==> src/rtl/ffp_defines.vh <==
`ifndef FFP_DEFINES_VH
`define FFP_DEFINES_VH

// register indices (byte address is four times the index)
`define FFP_IDX_FLASH_CONFIG 4'h4
`define FFP_IDX_IRQ_ENABLE 4'h5
`define FFP_IDX_MAIN_STATUS 4'h6
`define FFP_IDX_FAULT_STATUS 4'h7
`define FFP_IDX_PROTECTION 4'h8
`define FFP_ADDR_W 12

// fault status and irq enable bit positions
`define FFP_BIT_SINGLE 0
`define FFP_BIT_DOUBLE 1
// flash config bit position
`define FFP_BIT_IGNORE_SF 4
// main status bit position
`define FFP_BIT_PVIOL 4

// protection register field positions
`define FFP_BIT_OPSEL 7
`define FFP_BIT_RSVD 6
`define FFP_BIT_HDIS 5
`define FFP_BIT_HS_HI 4
`define FFP_BIT_HS_LO 3
`define FFP_BIT_LDIS 2
`define FFP_BIT_LS_HI 1
`define FFP_BIT_LS_LO 0

// reset and double-fault load value: operation select clear, rest set
`define FFP_PROT_FULL 8'h7f

// program flash address map (18-bit global addresses)
`define FFP_PADDR_W 18
`define FFP_LOW_BASE 18'h38000
`define FFP_TOP_END 19'h40000
`define FFP_LOW_UNIT 18'h00400
`define FFP_HIGH_UNIT 18'h00800

`endif

==> src/rtl/ffp_flash_guard.v <==
// Function
// double fault or collision sets double flag
// writing one clears double flag
// single fault sets single flag unless ignored
// writing one clears single flag
// parity fault sets one flag only
// collision sets both flags together
// flags stored one cycle after read
// software waits one instruction before checking
// protection writes may only enlarge region
// protection loaded from configuration byte
// double fault on load gives full protection
// protected program/erase refused, violation flagged
// block erase refused if anything protected
// bit 7 selects protect or unprotect ranges
// bit 5 disables the high range
// high size writable only while disabled
// high size 2K to 16K at top
// bit 2 disables the low range
// low size writable only while disabled
// low size 1K to 8K at base
// software leaves reserved bit 6 erased
// flag with enable requests an interrupt
// disallowed scenario writes ignored entirely
// set wins over clearing write
//
// Our own choice: the APB interface to the registers.
`timescale 1ns/1ps
`include "ffp_defines.vh"

module ffp_flash_guard (
  input wire clock,
  input wire sys_rst,
  input wire psel,
  input wire penable,
  input wire pwrite,
  input wire [`FFP_ADDR_W-1:0] paddr,
  input wire [31:0] pwdata,
  output reg [31:0] prdata,
  output wire pready,
  output wire pslverr,
  input wire rd_valid,
  input wire rd_single_fault,
  input wire rd_double_fault,
  input wire rd_collision,
  input wire cfg_load_valid,
  input wire [7:0] cfg_load_byte,
  input wire cfg_load_dfault,
  input wire pe_req,
  input wire [`FFP_PADDR_W-1:0] pe_addr,
  input wire pe_block_erase,
  output reg pe_grant,
  output reg pe_refused,
  output wire single_fault_irq,
  output wire double_fault_irq
);

  // one-hot word decode; index is paddr[5:2], upper bits must be zero
  function hit;
    input [`FFP_ADDR_W-1:0] a;
    input [3:0] idx;
    begin
      hit = (a[1:0] == 2'h0) && (a[5:2] == idx) &&
            (a[`FFP_ADDR_W-1:6] == {(`FFP_ADDR_W-6){1'b0}});
    end
  endfunction

  // true when a protected range keeps or widens (opsel stays set)
  function range_grows;
    input old_dis;
    input new_dis;
    input [1:0] old_sz;
    input [1:0] new_sz;
    begin
      range_grows = old_dis || (!new_dis && (new_sz >= old_sz));
    end
  endfunction

  // true when an unprotected range vanishes or shrinks (opsel stays clear)
  function range_shrinks;
    input old_dis;
    input new_dis;
    input [1:0] old_sz;
    input [1:0] new_sz;
    begin
      range_shrinks = new_dis || (!old_dis && (new_sz <= old_sz));
    end
  endfunction

  // true when any part of the array is protected under prot
  function any_protected;
    input [7:0] prot;
    begin
      // only opsel set with both ranges off leaves everything open
      any_protected = !(prot[`FFP_BIT_OPSEL] && prot[`FFP_BIT_HDIS] &&
                        prot[`FFP_BIT_LDIS]);
    end
  endfunction

  // true when addr lies in the protected area described by prot
  function is_protected;
    input [`FFP_PADDR_W-1:0] addr;
    input [7:0] prot;
    reg [`FFP_PADDR_W:0] hi_start;
    reg [`FFP_PADDR_W-1:0] lo_end;
    reg in_hi;
    reg in_lo;
    begin
      // high range ends at the top
      hi_start = `FFP_TOP_END -
        ({1'b0, `FFP_HIGH_UNIT} << prot[`FFP_BIT_HS_HI:`FFP_BIT_HS_LO]);
      // low range starts at the base
      lo_end = `FFP_LOW_BASE +
        (`FFP_LOW_UNIT << prot[`FFP_BIT_LS_HI:`FFP_BIT_LS_LO]);
      // high range enable
      in_hi = !prot[`FFP_BIT_HDIS] && ({1'b0, addr} >= hi_start);
      // low range enable
      in_lo = !prot[`FFP_BIT_LDIS] && (addr >= `FFP_LOW_BASE) &&
              (addr < lo_end);
      // operation select
      if (prot[`FFP_BIT_OPSEL])
        is_protected = in_hi || in_lo;
      else
        is_protected = !(in_hi || in_lo);
    end
  endfunction

  reg [1:0] fault_r;
  reg [1:0] fault_nxt;
  reg [1:0] pend_r;
  reg [1:0] pend_nxt;
  reg ignore_sf_r;
  reg [1:0] irq_en_r;
  reg pviol_r;
  reg pviol_nxt;
  reg [7:0] prot_r;
  reg [7:0] prot_nxt;
  reg loaded_r;
  reg [7:0] cand;
  reg allow;
  reg [31:0] rdata_nxt;
  reg refuse;

  wire wr_acc = psel && penable && pwrite;
  wire setup = psel && !penable;
  wire sel_cfg = hit(paddr, `FFP_IDX_FLASH_CONFIG);
  wire sel_ien = hit(paddr, `FFP_IDX_IRQ_ENABLE);
  wire sel_mst = hit(paddr, `FFP_IDX_MAIN_STATUS);
  wire sel_fst = hit(paddr, `FFP_IDX_FAULT_STATUS);
  wire sel_prt = hit(paddr, `FFP_IDX_PROTECTION);
  wire mapped = sel_cfg | sel_ien | sel_mst | sel_fst | sel_prt;
  wire fst_wr = wr_acc && sel_fst;
  wire prt_wr = wr_acc && sel_prt;
  wire mst_wr = wr_acc && sel_mst;
  // first configuration byte after reset only
  wire load_now = cfg_load_valid && !loaded_r;

  // protection fields of the current value
  wire cur_hdis = prot_r[`FFP_BIT_HDIS];
  wire cur_ldis = prot_r[`FFP_BIT_LDIS];
  wire [1:0] cur_hs = prot_r[`FFP_BIT_HS_HI:`FFP_BIT_HS_LO];
  wire [1:0] cur_ls = prot_r[`FFP_BIT_LS_HI:`FFP_BIT_LS_LO];

  // zero-wait slave; unmapped address answers with an error
  assign pready = 1'b1;
  assign pslverr = psel && penable && !mapped;

  // interrupt requests, one per flag
  wire [1:0] irq_vec;
  genvar g;
  generate
    for (g = 0; g < 2; g = g + 1) begin : g_irq
      assign irq_vec[g] = fault_r[g] & irq_en_r[g];
    end
  endgenerate
  assign single_fault_irq = irq_vec[`FFP_BIT_SINGLE];
  assign double_fault_irq = irq_vec[`FFP_BIT_DOUBLE];

  // event classification for the staging flop
  always @* begin
    pend_nxt = 2'h0;
    if (rd_valid) begin
      if (rd_collision) begin
        // collision sets both
        pend_nxt = 2'h3;
      end else if (rd_double_fault) begin
        // double fault
        pend_nxt[`FFP_BIT_DOUBLE] = 1'b1;
      end else if (rd_single_fault && !ignore_sf_r) begin
        // single fault when not ignored
        // never together with double
        pend_nxt[`FFP_BIT_SINGLE] = 1'b1;
      end
    end
  end

  // fault flags: write-one-to-clear, set wins
  always @* begin
    fault_nxt = fault_r;
    if (fst_wr) begin
      // clear double by one
      // clear single by one
      fault_nxt = fault_r & ~pwdata[1:0];
    end
    // staged event lands one cycle later
    // set over clear
    fault_nxt = fault_nxt | pend_r;
  end

  // candidate protection value and monotonic check
  always @* begin
    cand = prot_r;
    cand[`FFP_BIT_OPSEL] = pwdata[`FFP_BIT_OPSEL];
    cand[`FFP_BIT_HDIS] = pwdata[`FFP_BIT_HDIS];
    cand[`FFP_BIT_LDIS] = pwdata[`FFP_BIT_LDIS];
    // high size only while high range disabled
    if (prot_r[`FFP_BIT_HDIS])
      cand[`FFP_BIT_HS_HI:`FFP_BIT_HS_LO] =
        pwdata[`FFP_BIT_HS_HI:`FFP_BIT_HS_LO];
    // low size only while low range disabled
    if (prot_r[`FFP_BIT_LDIS])
      cand[`FFP_BIT_LS_HI:`FFP_BIT_LS_LO] =
        pwdata[`FFP_BIT_LS_HI:`FFP_BIT_LS_LO];
    // protected region may only grow
    if (prot_r[`FFP_BIT_OPSEL] && cand[`FFP_BIT_OPSEL]) begin
      // protected ranges must keep or widen
      allow = range_grows(cur_hdis, cand[`FFP_BIT_HDIS], cur_hs,
                          cand[`FFP_BIT_HS_HI:`FFP_BIT_HS_LO]) &&
              range_grows(cur_ldis, cand[`FFP_BIT_LDIS], cur_ls,
                          cand[`FFP_BIT_LS_HI:`FFP_BIT_LS_LO]);
    end else if (!prot_r[`FFP_BIT_OPSEL] && !cand[`FFP_BIT_OPSEL]) begin
      // unprotected ranges must keep or shrink
      allow = range_shrinks(cur_hdis, cand[`FFP_BIT_HDIS], cur_hs,
                            cand[`FFP_BIT_HS_HI:`FFP_BIT_HS_LO]) &&
              range_shrinks(cur_ldis, cand[`FFP_BIT_LDIS], cur_ls,
                            cand[`FFP_BIT_LS_HI:`FFP_BIT_LS_LO]);
    end else if (prot_r[`FFP_BIT_OPSEL]) begin
      // new unprotected ranges must avoid old protected ranges
      allow = (cand[`FFP_BIT_HDIS] || prot_r[`FFP_BIT_HDIS]) &&
              (cand[`FFP_BIT_LDIS] || prot_r[`FFP_BIT_LDIS]);
    end else begin
      // leaving full-style protection for ranges only always shrinks
      allow = 1'b0;
    end
  end

  // protection register update
  always @* begin
    prot_nxt = prot_r;
    if (load_now) begin
      // load from configuration byte
      // double fault forces full protection
      prot_nxt = cfg_load_dfault ? `FFP_PROT_FULL : cfg_load_byte;
    end else if (prt_wr && allow) begin
      // only allowed scenarios are taken
      prot_nxt = cand;
    end
  end

  // program/erase screening
  always @* begin
    if (pe_block_erase) begin
      // any protected sector blocks erase
      refuse = any_protected(prot_r);
    end else begin
      refuse = is_protected(pe_addr, prot_r);
    end
    pviol_nxt = pviol_r;
    if (mst_wr && pwdata[`FFP_BIT_PVIOL])
      pviol_nxt = 1'b0;
    // refused request flags violation, set wins
    if (pe_req && refuse)
      pviol_nxt = 1'b1;
  end

  // read data mux, captured in the setup phase
  always @* begin
    rdata_nxt = 32'h0000_0000;
    if (sel_cfg)
      rdata_nxt[`FFP_BIT_IGNORE_SF] = ignore_sf_r;
    if (sel_ien)
      rdata_nxt[1:0] = irq_en_r;
    if (sel_mst)
      rdata_nxt[`FFP_BIT_PVIOL] = pviol_r;
    if (sel_fst)
      rdata_nxt[1:0] = fault_r;
    if (sel_prt)
      rdata_nxt[7:0] = prot_r;
  end

  // fault staging and flags
  always @(posedge clock) begin
    if (sys_rst) begin
      pend_r <= 2'h0;
      fault_r <= 2'h0;
    end else begin
      pend_r <= pend_nxt;
      fault_r <= fault_nxt;
    end
  end

  // protection state and violation flag
  always @(posedge clock) begin
    if (sys_rst) begin
      prot_r <= `FFP_PROT_FULL;
      loaded_r <= 1'b0;
      pviol_r <= 1'b0;
    end else begin
      prot_r <= prot_nxt;
      pviol_r <= pviol_nxt;
      if (cfg_load_valid)
        loaded_r <= 1'b1;
    end
  end

  // software control bits
  always @(posedge clock) begin
    if (sys_rst) begin
      ignore_sf_r <= 1'b0;
      irq_en_r <= 2'h0;
    end else begin
      if (wr_acc && sel_cfg)
        ignore_sf_r <= pwdata[`FFP_BIT_IGNORE_SF];
      if (wr_acc && sel_ien)
        irq_en_r <= pwdata[1:0];
    end
  end

  // read data is captured in the setup phase of a read
  always @(posedge clock) begin
    if (sys_rst)
      prdata <= 32'h0000_0000;
    else if (setup && !pwrite)
      prdata <= rdata_nxt;
  end

  // program/erase answers, one-cycle pulses
  always @(posedge clock) begin
    if (sys_rst) begin
      pe_grant <= 1'b0;
      pe_refused <= 1'b0;
    end else begin
      pe_grant <= pe_req && !refuse;
      pe_refused <= pe_req && refuse;
    end
  end

endmodule

==> config.mk <==
export PLATFORM = sky130hd
export DESIGN_NAME = ffp_flash_guard
export DESIGN_NICKNAME = d
export VERILOG_FILES = /design/src/rtl/ffp_flash_guard.v
export VERILOG_INCLUDE_DIRS = /design/src /design/src/rtl
export SDC_FILE = /design/constraint.sdc
export NUM_CORES = 1
export LEC_CHECK = 0
export BUFFER_PORTS_ARGS = -buffer_cell sky130_fd_sc_hd__buf_2
export CORE_AREA = 8 8 99 101
export DETAILED_ROUTE_END_ITERATION = 8
export DIE_AREA = 0 0 107 109
export PLACE_DENSITY = 0.58
export SYNTH_ARGS = -nofsm -noshare
export SYNTH_HDL_FRONTEND = slang
export SYNTH_SLANG_ARGS = --single-unit
==> constraint.sdc <==
create_clock -name clock -period 2.7 [get_ports clock]
set_input_delay 0.135 -clock clock [delete_from_list [all_inputs] [get_ports clock]]
set_output_delay 0.135 -clock clock [all_outputs]
set_load 0.01 [all_outputs]
==> reports/metrics.yaml, run 1 <==
drive_gt1_share_pct: 25.3
clockRootBuffer: "clkbuf_8"
diodes: 0
dr.pass1.iters: 4
vias_per_cell: 4.35
critPathBufInv: 1
whs_ns: 0.0842
end_kind: "register"
syn2layout_area_growth_pct: 17.1
die_h_um: 109
dieArea_um2: 11700
critPathRequiredTime_ns: 2.93
syn_inst: 251
critPathMostFrequentCell: "a221o_1"
power_leakage_nw: 1.03
period_minus_slack_ns: 2.54
wl_per_cell_um: 13.1
crit_family: "compound AO/OA/AOI/OAI gates"
core_um2: 8380
synth_edf_count: 0
cts_buffers: 3
dieWidth_um: 107
port_buffers: 60
drtAntennaViolNets: 0
syn_avg_cell_area_um2: 7.92
slowest_stage: "dfxtp_1"
synth_top_cell_area_share_pct: 27.2
power_density_nw_per_um2: 380
gp_congestion: 0.824
cts_repair_resize_count: 0
critical_path_class: "reg -> reg"
finalHoldViolCount: 0
regToRegSetupSlack_ns: 0.16
clockBufferDepth: 2
yosys-top-cells-area: "dfxtp_1 (27%), buf_4 (9.4%), ha_1 (8.2%), nor2_1 (5.5%), mux2i_1 (4.5%)"
clock-sinks: 27
setup_violations: 0
yosys_warnings: 0
ys_seq_area_share_pct: 27.2
grt_overflow_total: 0
final_nets: 405
grt_util_all_layers_pct: 9.08
tritoncts: "done"
synthDistinctLibCells: 48
async_reset_ff_share_pct: 0
ios: 121
cp_cell_sequence: "inv_1, o21ai_0, ha_1, nor2b_1, a221o_1, a211oi_4, nor3_4, nor2_2, a221o_1"
ys.flop_type: "dfxtp_1"
ir_drop_mv: 0.134
holdCritPathClass: "in -> reg"
cp_slowest_stage_delay_ns: 0.41
drv_cap: 0
final_util_pct: 27.8
grt_pass1_wl_um: 8630
dp_hpwl_um: 4660
slew_viol_final: 0
fmax_mhz: 394
period_share_pct: 94.0
grt_pass1_vias: 1829
postCtsHoldBufs: 0
synth_top_area_cell: "dfxtp_1"
rsz0062_at_grt: "no"
wl_um: 5450
fin_setup_tns_ns: 0
vias: 1808
clk_latency_ns: 0.28
start_kind: "register"
synth_seq_cells: 27
post_cts_buffers: 0
setup_slack_ns: 0.163
clock_skew_ns: 0.00215
drc: 0
dp_slack_ns: 0.167
drtIter0Drc: 67
status: "finished clean"
crit_arrival_ns: 2.76
critPathMaxFanout: 6
syn_area_um2: 1990
path_clk_slew_ns: 0.09
grt_max_degree: 17
antenna_found_initial: 0
rows: 34
start_util_pct: 23.7
cts_htree_levels: 1
## stage by stage
step | power, mW | area, um2 | std cells
2_1_floorplan | 0.606 | 2080 | 275
3_3_place_gp | 0.650 | 2280 | 412
3_5_place_dp | 0.656 | 2280 | 412
4_1_cts | 0.887 | 2330 | 416
5_1_grt | 0.936 | 2330 | 416
6_report | 0.884 | 2330 | 416
## report_power, final
| part | total, mW | switching (mW) | internal, mW | leakage [nW] |
|---|---|---|---|---|
| logic | 0.214 | 0.122 | 0.0918 | 0.782 |
| clock network | 0.236 | 0.130 | 0.106 | 0.0228 |
| registers | 0.435 | 0.0191 | 0.416 | 0.221 |
## cell families after synthesis
| family | after synthesis | share of synthesized area (%) |
|---|---|---|
| adder cells (fa/ha/maj) | 13 | 8.19 |
| AND/OR/NAND/NOR | 105 | 27.5 |
| multiplexers | 9 | 4.53 |
| AO/OA/AOI/OAI | 52 | 17.8 |
| buffers and inverters | 43 | 14.5 |
| flip-flops | 27 | 27.2 |
| other | 2 | 0.378 |
## final timing paths
check	start	end	cells after the start
worst max register to register	prot_r[4]	prot_r[1]	9
worst min register to register	pend_r[0]	fault_r[0]	2
worst min-delay path	cfg_load_valid	loaded_r	3
worst max-delay path	prot_r[4]	prot_r[1]	9
## tightest hold or removal path: cells and delay by family
kind / cells / cell delay (ns)
buf+inv: 1 / 0.09
simple gates: 2 / 0.11
## metal layers
layer,global-route usage [%],wire [um]
met1,11.4,2460
met2,15.3,2620
met3,2.72,363
met4,1.41,11
met5,0,0
## state kept, by name, indices dropped and copies added (netlist names)
| register | count |
|---|---|
| prdata | 8 |
| prot_r | 8 |
| fault_r | 2 |
| irq_en_r | 2 |
| pend_r | 2 |
| ignore_sf_r | 1 |
| loaded_r | 1 |
| pe_grant | 1 |
| pe_refused | 1 |
| pviol_r | 1 |
## cell type report
cell class	count	area (um2)
Tap cell	108	135
Timing Repair Buffer	63	323
Clock buffer	4	45.0
Inverter	9	33.8
Multi-Input combinational cell	205	1250
Fill cell	952	6050
Sequential cell	27	541
## cells in the final DEF (no fill, tap or decap), types with 9 or more instances in the layout
cell	count
o21ai_0	13
mux2i_1	9
nand2_1	21
a21oi_1	13
nor2_1	29
nor3_1	11
ha_1	13
conb_1	26
dfxtp_1	27
inv_1	9
buf_2	60
## cells in the mapped netlist, drive strengths merged, types with 2 or more instances
| library cell | instances |
|---|---|
| nand3 | 7 |
| nand2b | 6 |
| buf | 28 |
| dfxtp | 27 |
| ha | 13 |
| o21ai | 13 |
| or3 | 4 |
| a211oi | 8 |
| a221o | 4 |
| a211o | 3 |
| nor2b | 6 |
| o21bai | 2 |
| conb | 2 |
| and2 | 4 |
| nor3 | 12 |
| nor4 | 4 |
| inv | 9 |
| a31oi | 2 |
| mux2i | 9 |
| clkbuf | 5 |
| a21oi | 13 |
| or2 | 2 |
| or4b | 2 |
| nor2 | 31 |
| nand2 | 21 |
Note: power is estimated with default switching activity, not from simulation.
==> run 2, diff against run 1 <==
Settings changed: GPL_TIMING_DRIVEN set to 0.
Clock period 2.7 ns to 3.1 ns, I/O delays scaled along.
==> run 2 against run 1 <==
  * Clock skew increased by 0.0013 ns
  * Combinational power about the same
  * Final cell count increased by 6.7%
  * Count of clock-buffer cells in the layout unchanged
  * Flip-flop and latch count unchanged
  * Wire length increased by 3.3%
  * Largest power group unchanged
==> reports/metrics.yaml, run 2 (synthesized netlist as in run 1, its figures left out) <==
rsz0062_at_grt: "no"
setup_violations: 0  # unchanged
cts_htree_levels: 1  # unchanged
dieWidth_um: 107  # unchanged
critPathMostFrequentCell: "a221o_1"
clock_skew_ns: 0.00349  # +0.00134 ns
drive_gt1_share_pct: 30.1  # +4.7 points
ir_drop_mv: 0.206  # +53%
wl_um: 5630  # +3.3%
power_density_nw_per_um2: 312  # -18%
cts_buffers: 3  # unchanged
drv_cap: 0  # unchanged
power_leakage_nw: 1.17  # +14%
hold_start: "rd_collision"
regToRegSetupSlack_ns: 0.51  # +0.34 ns
antenna_found_initial: 0  # unchanged
hold_path_depth: 3  # unchanged
period_share_pct: 83.6  # -10 points
grt_pass1_wl_um: 8960  # +3.8%
vias: 1887  # +4.4%
critPathMaxFanout: 6  # unchanged
wl_per_cell_um: 12.7  # -3.2%
vias_per_cell: 4.25  # -2.2%
dr.pass1.iters: 4  # unchanged
cp_slowest_stage_delay_ns: 0.44  # +0.03 ns
cts_repair_resize_count: 0  # unchanged
final_common_cell: "buf_2"
fin_setup_tns_ns: 0  # unchanged
grt_max_degree: 15  # -2
fmax_mhz: 386  # -2.1%
drc: 0  # unchanged
mostFrequentLayoutCells: "buf_2 (58), nor2_1 (29), dfxtp_1 (27)"
end_kind: "register"
grt_util_all_layers_pct: 9.43  # +0.34 points
post_cts_buffers: 0  # unchanged
grt_pass1_vias: 1838  # +0.49%
reg2reg_from: "prot_r[1]"
syn2layout_area_growth_pct: 28.0
status: "finished clean"
hold_end: "pend_r[1]"
grt_overflow_total: 0  # unchanged
clock-sinks: 27  # unchanged
diodes: 0  # unchanged
reg2reg_to: "prot_r[4]"
core_um2: 8380  # unchanged
power_mw: 0.795  # -10%
r2r_cells: 9  # unchanged
dieArea_um2: 11700  # unchanged
crit_arrival_ns: 2.81  # +0.05 ns
slowest_stage: "dfxtp_1"
slew_viol_final: 0  # unchanged
die_h_um: 109  # unchanged
port_buffers: 57  # -5.0%
drtAntennaViolNets: 0  # unchanged
ios: 121  # unchanged
dp_slack_ns: 0.534  # +0.367 ns
clockRootBuffer: "clkbuf_8"
whs_ns: 0.105  # +0.0213 ns
gp_congestion: 0.853  # +3.6%
tritoncts: "done"
period_minus_slack_ns: 2.59  # +0.0556 ns
holdCritPathClass: "in -> reg"
setup_slack_ns: 0.507  # +0.344 ns
path_clk_slew_ns: 0.09  # about the same
postCtsHoldBufs: 0  # unchanged
finalHoldViolCount: 0  # unchanged
critPathRequiredTime_ns: 3.32  # +0.39 ns
cp_cell_sequence: "inv_1, o21ai_0, ha_1, nor2b_1, a221o_1, a211oi_4, nor3_4, nor2_2, a221o_1"
start_util_pct: 23.7  # unchanged
final_nets: 433  # +6.9%
clockBufferDepth: 2  # unchanged
rows: 34  # unchanged
critical_path_class: "reg -> reg"
clk_latency_ns: 0.27  # about the same
drtIter0Drc: 57  # -15%
reg.largest.list: "prdata x8, prot_r x8"
start_kind: "register"
dp_hpwl_um: 4820  # +3.5%
-- run 2: worst max-delay path by stage --
stage / to / cells after the start / startpoint / slack, ns
floorplan: prot_r[1] / 9 / prot_r[5] / 0.85
global placement: prot_r[4] / 9 / prot_r[1] / 0.56
detailed placement: prot_r[4] / 9 / prot_r[1] / 0.53
CTS: prot_r[1] / 9 / prot_r[1] / 0.51
global route: prot_r[7] / 9 / prot_r[4] / 0.26
finish: prot_r[4] / 9 / prot_r[1] / 0.51
-- run 2: power by group --
part           switching, mW  internal [mW]
logic                  0.113          0.103
clock network          0.110         0.0922
registers             0.0146          0.362
total                  0.237          0.557
-- run 2: stage by stage --
step / instances / utilization (%) / area, um2
final: 444 / 30.3 / 2540
after global routing: 444 / 30.3 / 2540
after CTS: 444 / 30.3 / 2540
after detailed placement: 440 / 29.8 / 2500
after global placement: 440 / 29.8 / 2500
after floorplan: 275 / - / 2080
-- run 2: area by class of cell --
type                       count  area (um2)
fill                         914        5840
multi-input combinational    205        1250
sequential                    27         541
timing repair buffer          57         285
buffer                        34         254
tap                          108         135
clock buffer                   4        45.0
inverter                       9        33.8
-- run 2: routing by layer --
layer	track usage (%)	routed length [um]	part of all wire, %	vias to the layer above
met5	0	0	0	-
met4	1.21	19	0.34	0
met3	2.60	341	6.1	2
met2	16.2	2710	48	55
met1	11.8	2560	46	831
li1	-	-	-	999
-- run 2: worst max-delay path, delay by kind of cell (launching register included) --
family / cells / cell delay, ns
flops: 1 / 0.44
buf+inv: 1 / 0.12
compound gates: 4 / 1.20
fa+ha+maj: 1 / 0.30
simple gates: 3 / 0.47
==> run 3, diff against run 2 <==
Settings changed: PLACE_DENSITY 0.58 to 0.6.
Clock period 3.1 ns to 2.3 ns, I/O delays scaled along.
==> run 3 against run 2 <==
  * Sequential power grew 36%
  * Total power grew 43%
  * Final area grew 10%
  * Core utilization grew 3.1 points
  * Global-route usage grew 0.40 points
  * Count of clock-buffer cells in the layout is the same
  * Critical path type unchanged
  * Critical endpoint unchanged
  * Highest routed layer unchanged
==> reports/metrics.yaml, run 3 (synthesized netlist as in run 1, its figures left out) <==
status: "finished clean"
finalHoldViolCount: 0  # unchanged
vias: 1964  # +4.1%
placed_cell_area_um2: 2500  # unchanged
grt_util_all_layers_pct: 9.83  # +0.40 points
port_buffers: 57  # unchanged
grt_pass1_vias: 2018  # +9.8%
stdcell_area_um2: 2800  # +10%
grt_pass1_wl_um: 9370  # +4.6%
dieWidth_um: 107  # unchanged
reg.largest.list: "prdata x8, prot_r x8"
path_clk_slew_ns: 0.09  # about the same
start_util_pct: 23.7  # unchanged
wl_um: 6030  # +7.1%
diodes: 0  # unchanged
clockBufferDepth: 2  # unchanged
ios: 121  # unchanged
grt_most_used_layer: "met2"
syn2layout_area_growth_pct: 41.1
wl_per_cell_um: 13.3  # +5.0%
dp_hpwl_um: 4910  # +1.9%
power_density_nw_per_um2: 405  # +30%
setup_violations: 0  # unchanged
grt_use_met2_pct: 17.6  # +1.5 points
end_kind: "register"
drive_gt1_share_pct: 39.7  # +9.7 points
use_met3_pct: 2.30  # -0.30 points
clock-sinks: 27  # unchanged
final_cells: 453  # +2.0%
drc: 0  # unchanged
dp_cells: 440  # unchanged
cts_buffers: 3  # unchanged
holdCritPathClass: "in -> reg"
dieArea_um2: 11700  # unchanged
die_h_um: 109  # unchanged
antenna_found_initial: 0  # unchanged
drv_cap: 0  # unchanged
clock_skew_ns: 0.00401  # +0.000514 ns
drtAntennaViolNets: 0  # unchanged
core_um2: 8380  # unchanged
ir_drop_mv: 0.263  # +28%
slew_viol_final: 0  # unchanged
period_share_pct: 99.2  # +16 points
clockRootBuffer: "clkbuf_8"
rsz0062_at_grt: "yes"
drtIter0Drc: 69  # +21%
fmax_mhz: 438  # +14%
period_minus_slack_ns: 2.28  # -0.311 ns
start_kind: "register"
power_leakage_nw: 1.23  # +5.6%
clk_latency_ns: 0.27  # about the same
tritoncts: "done"
critPathRequiredTime_ns: 2.46  # -0.86 ns
crit_arrival_ns: 2.44  # -0.37 ns
mostFrequentLayoutCells: "buf_2 (57), buf_4 (34), nor2_1 (29)"
gp_congestion: 0.866  # +1.5%
critPathMaxFanout: 4  # -2
cts_htree_levels: 1  # unchanged
grt_overflow_total: 0  # unchanged
vias_per_cell: 4.34  # +2.0%
postCtsHoldBufs: 0  # unchanged
final_common_cell: "buf_2"
grt_max_degree: 15  # unchanged
dr.pass1.iters: 4  # unchanged
critical_path_class: "reg -> reg"
grtUsageMet1_pct: 11.9  # +0.090 points
final_nets: 442  # +2.1%
rows: 34  # unchanged
-- run 3: cell types whose count changed in the layout (fill, tap and decap cells not counted), moves of 3 or more --
cell / before / now
buf_4: 25 / 34
ha_4: 0 / 5
ha_1: 13 / 8
dfxtp_4: 0 / 6
o21ai_2: 0 / 3
o21ai_0: 13 / 8
dfxtp_1: 27 / 21
nor3_1: 11 / 8
nor3_2: 0 / 3
-- run 3: final timing paths --
path / startpoint / endpoint / slack [ns] / cells after the start
worst max-delay path: prot_r[2] / prot_r[4] / 0.02 / 8
worst min-delay path: rd_collision / pend_r[0] / 0.08 / 3
worst max register to register: prot_r[2] / prot_r[4] / 0.02 / 8
worst min register to register: pend_r[0] / fault_r[0] / 0.46 / 2
-- run 3: cell type report --
class,instances,area [um2]
plain buffers,32,235
flip-flops and latches,27,563
fillers,893,5580
clock buffers,4,45.0
multi-input cells,205,1420
inverters,9,33.8
well taps,108,135
repair buffers,68,375
-- run 3: per-layer routing --
metal,part of all wire [%],vias to the layer above
li1,-,1022
met1,43,875
met2,50,63
met3,6.0,4
met4,0.91,0
met5,0,-
-- run 3: what timing repair did --
item | CTS | global route
pin swaps | 7 | 11
setup buffers | 10 | 1
resized for setup | 27 | 21
endpoints found under the setup margin | 10 | 10
-- run 3: critical path, stage by stage, from the launching register on --
cell	delay, ns
dfxtp_4	0.40
mux2i_4	0.28
ha_4	0.24
nand2b_4	0.13
a221o_1	0.36
a211oi_4	0.29
buf_6	0.16
nor2_2	0.04
a221o_1	0.28
-- run 3: where the power goes --
part,internal (mW),switching [mW],total [mW]
sequential,0.487,0.0242,0.511
clock,0.124,0.136,0.259
combinational,0.185,0.179,0.364
total,0.796,0.338,1.13
-- run 3: through the flow --
step | hold WS (ns) | setup WS, ns | utilization, % | TNS [ns] | total power, mW
final | 0.0833 | 0.0183 | 33.4 | 0 | 1.13
after detailed placement | 0.355 | -0.302 | 29.8 | -2.38 | 0.808
after global routing | 0.102 | -0.0744 | 33.4 | -0.254 | 1.20
after global placement | 0.349 | -0.279 | 29.8 | -2.14 | 0.799
after CTS | 0.0761 | -0.0190 | 32.3 | -0.0317 | 1.11
after floorplan | 0.231 | 0.0496 | - | 0 | 0.712
